File: src/ebcs_regs.vh
// register offsets, field positions, reset values and timing constants of the external bus chip select block
`ifndef EBCS_REGS_VH
`define EBCS_REGS_VH

// ==========================================
// register map (byte addresses, one word each)
`define EBCS_ADDR_W 8
`define EBCS_OFS_CTRL0 8'h00
`define EBCS_OFS_STATUS 8'h20
`define EBCS_OFS_CTX 8'h24
`define EBCS_MASTER_CTX 3'h0

// ==========================================
// control register fields
`define EBCS_F_BASE_HI 31
`define EBCS_F_BASE_LO 12
`define EBCS_F_MODE 10
`define EBCS_F_EN 9
`define EBCS_F_DYN 8
`define EBCS_F_WID_HI 7
`define EBCS_F_WID_LO 6
`define EBCS_F_BYTE 5
`define EBCS_F_SIZE_HI 3
`define EBCS_F_SIZE_LO 0
`define EBCS_CTRL_MASK 32'hfffff7ef
`define EBCS_WID_8 2'h0
`define EBCS_WID_16 2'h1

// ==========================================
// reset values
`define EBCS_RST_CS0_8 32'h00000205
`define EBCS_RST_CS0_16 32'h00000245
`define EBCS_RST_CSN 32'h00000000

// ==========================================
// timing: no-select cycles wait for ready until the counter reaches this value, 256 clocks in all
`define EBCS_RDY_TIMEOUT_CLKS 8'hff
`define EBCS_MCLK_DIV_W 1

`endif

File: src/ebcs_match.v
// address window compare for one chip select
`timescale 1ns/100ps
`include "ebcs_regs.vh"
module ebcs_match (
   // configuration
   input wire [31:0] i_ctrl,
   // cycle address, bit 31 already stripped
   input wire [30:0] i_addr,
   // result
   output wire o_hit
);
   // size code n up to 13 covers 8 KB << n, ignoring the low 13+n address bits; codes 14 and 15 still compare bit 13
   function [30:0] ebcs_size_mask;
      input [3:0] code;
      begin
         ebcs_size_mask = ~((31'h1fff << code) | 31'h1fff) & 31'h7fffffff;
      end
   endfunction

   wire [30:0] mask;
   wire [30:0] base;
   assign mask = ebcs_size_mask(i_ctrl[`EBCS_F_SIZE_HI:`EBCS_F_SIZE_LO]);
   assign base = {i_ctrl[30:`EBCS_F_BASE_LO], 12'h000};
   assign o_hit = i_ctrl[`EBCS_F_EN] & (((i_addr ^ base) & mask) == 31'h0);
endmodule // ebcs_match

File: src/ebcs_top.v
// external bus chip select decode: control registers, select decode, pin drive, ready timeout
// Contract
// - 31-bit address, 8/16-bit data, 32-bit internal
// - size strap sampled at reset sets width
// - unclaimed cycle ends on ready, fault after 256 clocks
// - address bit 31 selects little endian
// - eight control registers, context zero writes only
// - bit 10 picks select or address pin
// - bit 9 enables select; off tristates/drives high
// - dynamic mode ignores width and strobe fields
// - width 00 byte, 01 halfword with split
// - select zero width comes from strap only
// - bit 5 makes strobes write-only
// - size code doubles from 8K to 256M; logic doubles only to 64M, codes 14 and 15 still compare bit 13
// - reset values of select zero and others
// - dynamic select driven by same-index bank
// - external master request answered by grant
// - memory clock out, active-low strobes, tristates
`timescale 1ns/100ps
`include "ebcs_regs.vh"
module ebcs_top (
   // clock and reset
   input wire i_core_clk,
   input wire i_rst,
   input wire i_size_strap,
   // register port
   input wire [`EBCS_ADDR_W-1:0] i_reg_addr,
   input wire [31:0] i_reg_wdata,
   input wire i_reg_wr,
   input wire i_reg_rd,
   input wire [2:0] i_reg_ctx,
   output reg [31:0] o_reg_rdata,
   // internal cycle request
   input wire i_cyc_start,
   input wire [31:0] i_cyc_addr,
   input wire i_cyc_write,
   input wire [1:0] i_cyc_bytes,
   output reg o_cyc_done,
   output reg o_bus_fault,
   output reg o_cyc_split,
   output reg o_cyc_little_endian,
   // dynamic memory controller bank selects, active low
   input wire [7:0] i_dyn_bank_sel_n,
   output reg [7:0] o_dyn_region,
   // external pins
   output reg o_memory_clock_out,
   output reg [24:0] o_addr,
   output reg o_addr_oe_n,
   output reg o_select0_out_n,
   output reg [2:0] o_select1to3_out_n,
   output reg o_shared_pin_sel4_addr30,
   output reg o_shared_pin_sel5_addr29,
   output reg o_shared_pin_sel6_addr28,
   output reg o_shared_pin_sel7_addr27,
   output reg [3:0] o_shared_pin_oe_n,
   output reg o_byte_lane_strobe_hi_n,
   output reg o_byte_lane_strobe_lo_n,
   output reg o_out_enable_n,
   output reg o_write_n,
   output reg o_ctrl_oe_n,
   output reg o_wide_bus,
   input wire i_ready_n,
   input wire i_ext_master_request_n,
   output reg o_ext_master_grant_n
);

   // ==========================================
   // state
   localparam ST_IDLE = 3'b001;
   localparam ST_SEL = 3'b010;
   localparam ST_EXT = 3'b100;

   reg [31:0] ctrl_reg [0:7];
   reg strap_done_reg;
   reg wide_reg;
   reg [2:0] st_reg;
   reg [2:0] st_next;
   reg [7:0] tmo_reg;
   reg [7:0] tmo_next;
   reg [30:0] cyc_addr_reg;
   reg [7:0] hit_reg;
   reg write_reg;
   reg [1:0] bytes_reg;
   reg little_reg;
   reg fault_reg;
   reg split_reg;
   reg [31:0] rdata_next;
   wire [7:0] hit;
   integer k;
   integer m;
   integer j;

   // write permission check used by the register port
   function ebcs_wr_ok;
      input [2:0] ctx;
      begin
         ebcs_wr_ok = (ctx == `EBCS_MASTER_CTX);
      end
   endfunction

   // ==========================================
   // window compare per select
   genvar g;
   generate
      for (g = 0; g < 8; g = g + 1) begin : g_match
         ebcs_match u_match (
            .i_ctrl(ctrl_reg[g]),
            .i_addr(i_cyc_addr[30:0]),
            .o_hit(hit[g])
         );
      end
   endgenerate

   // ==========================================
   // strap capture: taken on the first clock after reset release
   always @(posedge i_core_clk or posedge i_rst) begin
      if (i_rst) begin
         strap_done_reg <= 1'b0;
         wide_reg <= 1'b0;
      end else if (!strap_done_reg) begin
         strap_done_reg <= 1'b1;
         wide_reg <= i_size_strap;
      end
   end

   // ==========================================
   // control registers
   always @(posedge i_core_clk or posedge i_rst) begin
      if (i_rst) begin
         ctrl_reg[0] <= `EBCS_RST_CS0_8;
         for (k = 1; k < 8; k = k + 1) begin
            ctrl_reg[k] <= `EBCS_RST_CSN;
         end
      end else begin
         if (!strap_done_reg) begin
            ctrl_reg[0][`EBCS_F_WID_HI:`EBCS_F_WID_LO] <= i_size_strap ? `EBCS_WID_16 : `EBCS_WID_8;
         end
         if (i_reg_wr && ebcs_wr_ok(i_reg_ctx) && i_reg_addr < `EBCS_OFS_STATUS
               && i_reg_addr[1:0] == 2'h0) begin
            if (i_reg_addr[4:2] == 3'h0) begin
               // width of select zero stays as strapped
               ctrl_reg[0] <= (i_reg_wdata & `EBCS_CTRL_MASK & 32'hffffff3f)
                  | {24'h000000, ctrl_reg[0][7:6], 6'h00};
            end else begin
               ctrl_reg[i_reg_addr[4:2]] <= i_reg_wdata & `EBCS_CTRL_MASK;
            end
         end
      end
   end

   // ==========================================
   // register reads, data in the cycle after the strobe
   always @* begin
      rdata_next = 32'h00000000;
      if (i_reg_addr < `EBCS_OFS_STATUS && i_reg_addr[1:0] == 2'h0) begin
         rdata_next = ctrl_reg[i_reg_addr[4:2]];
      end else if (i_reg_addr == `EBCS_OFS_STATUS) begin
         rdata_next = {23'h0, fault_reg, wide_reg, st_reg, tmo_reg[3:0]};
      end
   end

   always @(posedge i_core_clk or posedge i_rst) begin
      if (i_rst) begin
         o_reg_rdata <= 32'h00000000;
      end else begin
         o_reg_rdata <= i_reg_rd ? rdata_next : 32'h00000000;
      end
   end

   // ==========================================
   // cycle sequencer
   always @* begin
      st_next = st_reg;
      tmo_next = tmo_reg;
      case (st_reg)
         ST_IDLE: begin
            tmo_next = 8'h00;
            if (i_cyc_start && o_ext_master_grant_n) begin
               st_next = (hit != 8'h00) ? ST_SEL : ST_EXT;
            end
         end
         ST_SEL: begin
            st_next = ST_IDLE;
         end
         ST_EXT: begin
            tmo_next = tmo_reg + 8'h01;
            if (!i_ready_n || tmo_reg == `EBCS_RDY_TIMEOUT_CLKS) begin
               st_next = ST_IDLE;
            end
         end
         default: begin
            st_next = ST_IDLE;
         end
      endcase
   end

   always @(posedge i_core_clk or posedge i_rst) begin
      if (i_rst) begin
         st_reg <= ST_IDLE;
         tmo_reg <= 8'h00;
         cyc_addr_reg <= 31'h0;
         hit_reg <= 8'h00;
         write_reg <= 1'b0;
         bytes_reg <= 2'h0;
         little_reg <= 1'b0;
         fault_reg <= 1'b0;
         split_reg <= 1'b0;
      end else begin
         st_reg <= st_next;
         tmo_reg <= tmo_next;
         if (st_reg == ST_IDLE && st_next != ST_IDLE) begin
            cyc_addr_reg <= i_cyc_addr[30:0];
            hit_reg <= hit;
            write_reg <= i_cyc_write;
            bytes_reg <= i_cyc_bytes;
            little_reg <= i_cyc_addr[31];
            // a halfword to an odd address on a halfword device needs two bus cycles
            split_reg <= i_cyc_addr[0] && (i_cyc_bytes == 2'h3);
         end
         if (st_reg == ST_EXT && i_ready_n && tmo_reg == `EBCS_RDY_TIMEOUT_CLKS) begin
            fault_reg <= 1'b1;
         end else if (i_reg_wr && ebcs_wr_ok(i_reg_ctx) && i_reg_addr == `EBCS_OFS_STATUS) begin
            fault_reg <= 1'b0;
         end
      end
   end

   // ==========================================
   // pin drive
   reg [7:0] sel_n;
   reg [1:0] lane_n;
   reg [31:0] act;
   reg act_on;
   reg grant_n_next;

   // grant only between cycles; internal cycles are refused while granted
   // the bus enables follow this value so they float in the same cycle as the grant
   always @* begin
      grant_n_next = o_ext_master_grant_n;
      if (i_ext_master_request_n) begin
         grant_n_next = 1'b1;
      end else if (st_reg == ST_IDLE && !i_cyc_start) begin
         grant_n_next = 1'b0;
      end
   end

   always @* begin
      sel_n = 8'hff;
      act = 32'h00000000;
      act_on = (st_reg != ST_IDLE);
      for (m = 0; m < 8; m = m + 1) begin
         if (ctrl_reg[m][`EBCS_F_DYN]) begin
            sel_n[m] = i_dyn_bank_sel_n[m];
         end else if (act_on && hit_reg[m]) begin
            sel_n[m] = 1'b0;
            act = ctrl_reg[m];
         end
      end
      // 8-bit ports use only the low lane; halfword ports pick lanes from the cycle byte enables
      if (act[`EBCS_F_WID_HI:`EBCS_F_WID_LO] == `EBCS_WID_16) begin
         lane_n = ~bytes_reg;
      end else begin
         lane_n = 2'b10;
      end
      if (!act_on) begin
         lane_n = 2'b11;
      end else if (act[`EBCS_F_BYTE] && !write_reg) begin
         lane_n = 2'b11;
      end
   end

   always @(posedge i_core_clk or posedge i_rst) begin
      if (i_rst) begin
         o_memory_clock_out <= 1'b0;
         o_addr <= 25'h0;
         o_addr_oe_n <= 1'b1;
         o_select0_out_n <= 1'b1;
         o_select1to3_out_n <= 3'h7;
         o_shared_pin_sel4_addr30 <= 1'b1;
         o_shared_pin_sel5_addr29 <= 1'b1;
         o_shared_pin_sel6_addr28 <= 1'b1;
         o_shared_pin_sel7_addr27 <= 1'b1;
         o_shared_pin_oe_n <= 4'hf;
         o_byte_lane_strobe_hi_n <= 1'b1;
         o_byte_lane_strobe_lo_n <= 1'b1;
         o_out_enable_n <= 1'b1;
         o_write_n <= 1'b1;
         o_ctrl_oe_n <= 1'b1;
         o_wide_bus <= 1'b0;
         o_cyc_done <= 1'b0;
         o_bus_fault <= 1'b0;
         o_cyc_split <= 1'b0;
         o_cyc_little_endian <= 1'b0;
         o_dyn_region <= 8'h00;
         o_ext_master_grant_n <= 1'b1;
      end else begin
         o_memory_clock_out <= ~o_memory_clock_out;
         // the width pin settles on the strap edge itself and never moves after
         o_wide_bus <= strap_done_reg ? wide_reg : i_size_strap;
         o_addr <= cyc_addr_reg[24:0];
         o_addr_oe_n <= ~grant_n_next;
         o_ctrl_oe_n <= ~grant_n_next;
         o_select0_out_n <= sel_n[0] | ~ctrl_reg[0][`EBCS_F_EN];
         for (j = 1; j < 4; j = j + 1) begin
            o_select1to3_out_n[j-1] <= sel_n[j] | ~ctrl_reg[j][`EBCS_F_EN];
         end
         // shared pins: select when mode is 0, address bit when 1
         o_shared_pin_sel4_addr30 <= ctrl_reg[4][`EBCS_F_MODE] ? cyc_addr_reg[30] : sel_n[4];
         o_shared_pin_sel5_addr29 <= ctrl_reg[5][`EBCS_F_MODE] ? cyc_addr_reg[29] : sel_n[5];
         o_shared_pin_sel6_addr28 <= ctrl_reg[6][`EBCS_F_MODE] ? cyc_addr_reg[28] : sel_n[6];
         o_shared_pin_sel7_addr27 <= ctrl_reg[7][`EBCS_F_MODE] ? cyc_addr_reg[27] : sel_n[7];
         for (j = 4; j < 8; j = j + 1) begin
            o_shared_pin_oe_n[j-4] <= ~ctrl_reg[j][`EBCS_F_EN] | ~grant_n_next;
         end
         o_byte_lane_strobe_hi_n <= lane_n[1];
         o_byte_lane_strobe_lo_n <= lane_n[0];
         o_out_enable_n <= ~(act_on && !write_reg);
         o_write_n <= ~(act_on && write_reg);
         o_cyc_done <= (st_reg == ST_SEL) || (st_reg == ST_EXT && st_next == ST_IDLE);
         o_bus_fault <= (st_reg == ST_EXT) && i_ready_n && (tmo_reg == `EBCS_RDY_TIMEOUT_CLKS);
         o_cyc_split <= split_reg && act[`EBCS_F_WID_HI:`EBCS_F_WID_LO] == `EBCS_WID_16;
         o_cyc_little_endian <= little_reg;
         for (j = 0; j < 8; j = j + 1) begin
            o_dyn_region[j] <= ctrl_reg[j][`EBCS_F_DYN];
         end
         o_ext_master_grant_n <= grant_n_next;
      end
   end
endmodule // ebcs_top

File: config.mk
export PLATFORM = sky130hd
export DESIGN_NAME = ebcs_top
export DESIGN_NICKNAME = d
export VERILOG_FILES = /design/src/ebcs_match.v /design/src/ebcs_top.v
export VERILOG_INCLUDE_DIRS = /design/src /design/src/src
export SDC_FILE = /design/constraint.sdc
export NUM_CORES = 1
export LEC_CHECK = 0
export BUFFER_PORTS_ARGS = -buffer_cell sky130_fd_sc_hd__buf_4
export CAP_MARGIN = 15
export CORE_UTILIZATION = 60
export DETAILED_ROUTE_END_ITERATION = 10
export PLACE_DENSITY = 0.78
export SLEW_MARGIN = 5
export SYNTH_ARGS = -nofsm -noshare
export SYNTH_HDL_FRONTEND = slang
export SYNTH_HIERARCHICAL = 1
export SYNTH_SLANG_ARGS = --single-unit
File: constraint.sdc
create_clock -name i_core_clk -period 13.3 [get_ports i_core_clk]
set_clock_uncertainty 0.15 [all_clocks]
set_input_delay 1.33 -clock i_core_clk [delete_from_list [all_inputs] [get_ports i_core_clk]]
set_output_delay 1.33 -clock i_core_clk [all_outputs]
set_load 0.02 [all_outputs]
==> run summary <==
gp weighted congestion -> 0.950
Finished Layout Cells -> 2095
Slew headroom -> 0.237
ys async rst share -> 1.00
Post-CTS Hold Fix Bufs -> 0
leak pwr -> 0.0103 µW
Syn Nets -> 1602
clock buffer depth -> 3
Port Buffers -> 181
top cells by area, synth -> dfrtp_1 48%, mux2_2 13%, mux4_2 7.0%
CTS Sinks -> 384
CP endpoint kind -> register
#FFs+latches synth -> 384
crit path from -> i_reg_addr[3]
RSZ-0062 raised after global routing -> false
leading area contributor after synthesis -> dfrtp_1
Finish-stage setup viols -> 0
worst r2r src -> st_reg[0]
Post-synth top flop -> dfrtp_1
Post-Syn Instances -> 1507
clk_lat worst skew -> 0.54 ns
detailed placer's ending HPWL -> 34200 µm
post-CTS setup buffer count -> 0
Post-Place Cells -> 2022
CTS resizes -> 0
pwr/cell area -> 132 nW/µm²
Die Ht -> 179 µm
Final #Nets -> 1763
crit start category -> input pin
CTS root buffer -> clkbuf_16
Site Rows -> 64
number of synthesis warnings -> 6
number of flip-flops in the largest register -> 240
Synth Cell Area -> 18800 µm²
top cells by count, synth -> 362 x dfrtp_1, 213 x mux2_2, 201 x nand2_1
final worst path period need -> 3.98 ns
routed len/inst -> 24.6 µm
TritonCTS clock tree -> built
Reg-to-Reg End -> st_reg[1]
Tot GR Track Use -> 0.332
Pre-antenna DRT Iters -> 6
worst hold path type -> reg -> reg
slew of the pin with the lowest slew margin -> 1.14 ns
Post-synth EDFFs -> 0
Synth cell types -> 62
hold_ws -> 0.219 ns
Seq/Total Area, Yosys -> 0.513
worst setup path class -> in -> reg
Setup TNS -> 0 ns
die area -> 32000 µm²
share of layout cells above drive strength 1 -> 0.354
CP Data Required Time -> 13.55 ns
depth of the most critical reg-to-reg path -> 4
TritonCTS buffer count -> 40
post-route ant nets -> 0
FF/Latch Area -> 9640 µm²
multi-input logic area -> 8660 µm²
Initial Util -> 0.612
FF-to-FF setup slack -> 10.59 ns
final worst-path cycle share -> 0.299
Area growth, synth to finish -> 15.4%
grt total ovfl -> 0
WP data arrival -> 4.23 ns
clock-pin slew on the worst setup and hold paths -> 0.06 ns
total wire length -> 51600 µm
diodes inserted -> 0
cell with the most instances after synthesis -> dfrtp_1
largest net degree at the start of global routing -> 187
Final Hold Viols -> 0
H-tree levels -> 2
Avg Vias per Cell -> 6.36
worst setup path endpoint -> ctrl_reg[211]
area share of the largest cell type after synthesis -> 0.483
vias in the first global route -> 13368
critical path peak fanout -> 67
first-pass GRT wire length -> 78700 µm
initial antenna violation count -> 0
# fillers -> 2161
max frequency -> 251 MHz
detailed-route DRC error count -> 0
# Max-Cap Violations -> 0
# IOs -> 184
maximum vdd drop -> 0.0849 mV
Die Wd -> 179 µm
Vias -> 13327
status -> finished clean
Avg Cell Area, Syn -> 12.5 µm²
DR iter-0 viols -> 1382
Core Area -> 30700 µm²
Slew Limit Fails -> 0
[worst max-delay path, stage by stage]
cell,delay [ns]
buf_4,0.10
buf_4,0.85
nor2_1,0.24
nand4_1,0.78
buf_4,0.49
mux2_2,0.39
[per-layer routing]
metal	vias up	share of wire	track usage
li1	5736	-	-
met1	6858	0.41	0.469
met2	624	0.47	0.517
met3	109	0.094	0.0659
met4	0	0.030	0.105
met5	-	0	0
[cell type report]
| class | count | share of cell area |
|---|---|---|
| sequential | 384 | 0.445 |
| inverter | 13 | 0.00260 |
| clock buffer | 64 | 0.0556 |
| tap | 396 | 0.0229 |
| clock inverter | 9 | 0.00491 |
| timing repair buffer | 198 | 0.0692 |
| multi-input combinational | 1031 | 0.400 |
[layout by cell type, fill, tap and decap left out, drive strengths merged, types with 20 or more instances in the layout]
master,instances
a21oi,70
buf,198
clkbuf,64
dfrtp,362
dfstp,22
mux2,240
mux4,58
nand2,202
nand4,23
nor2,21
nor4,20
o21ai,52
xnor2,112
xor2,34
[kinds of logic (layout without fill, tap and decap cells)]
group / Yosys count / after routing / share of synthesized area
other: 2 / 2 / 0.000400
AO/OA/AOI/OAI: 194 / 194 / 0.0687
adder cells (fa/ha/maj): 1 / 1 / 0.000666
buffers and inverters: 92 / 284 / 0.0272
XOR/XNOR: 146 / 146 / 0.0681
AND/OR/NAND/NOR: 377 / 377 / 0.101
flip-flops: 384 / 384 / 0.513
multiplexers: 311 / 311 / 0.220
[how the worst min path moves through the flow]
stage,start,to,slack [ns],cells past startpoint
6_report,cyc_addr_reg[1],o_addr[1],0.22,0
2_1_floorplan,cyc_addr_reg[0],o_addr[0],0.20,0
3_5_place_dp,cyc_addr_reg[16],o_addr[16],0.21,0
5_1_grt,cyc_addr_reg[1],o_addr[1],0.22,0
4_1_cts,cyc_addr_reg[1],o_addr[1],0.22,0
3_3_place_gp,cyc_addr_reg[12],o_addr[12],0.21,0
[power by group]
part,internal [µW],switching (µW)
registers,1280,53.7
clock network,660,453
logic,150,253
total,2090,760
[per-stage QoR]
| stage | util | total power [µW] | setup WS (ns) | cell area (µm²) |
|---|---|---|---|---|
| floorplan | - | 1570 | 1.19 | 18800 |
| global placement | 0.663 | 1740 | 8.82 | 20300 |
| detailed placement | 0.663 | 1750 | 8.80 | 20300 |
| CTS | 0.706 | 2860 | 9.34 | 21700 |
| global route | 0.706 | 2960 | 9.18 | 21700 |
| finish | 0.706 | 2850 | 9.32 | 21700 |
Note: power is estimated with default switching activity, not from simulation.
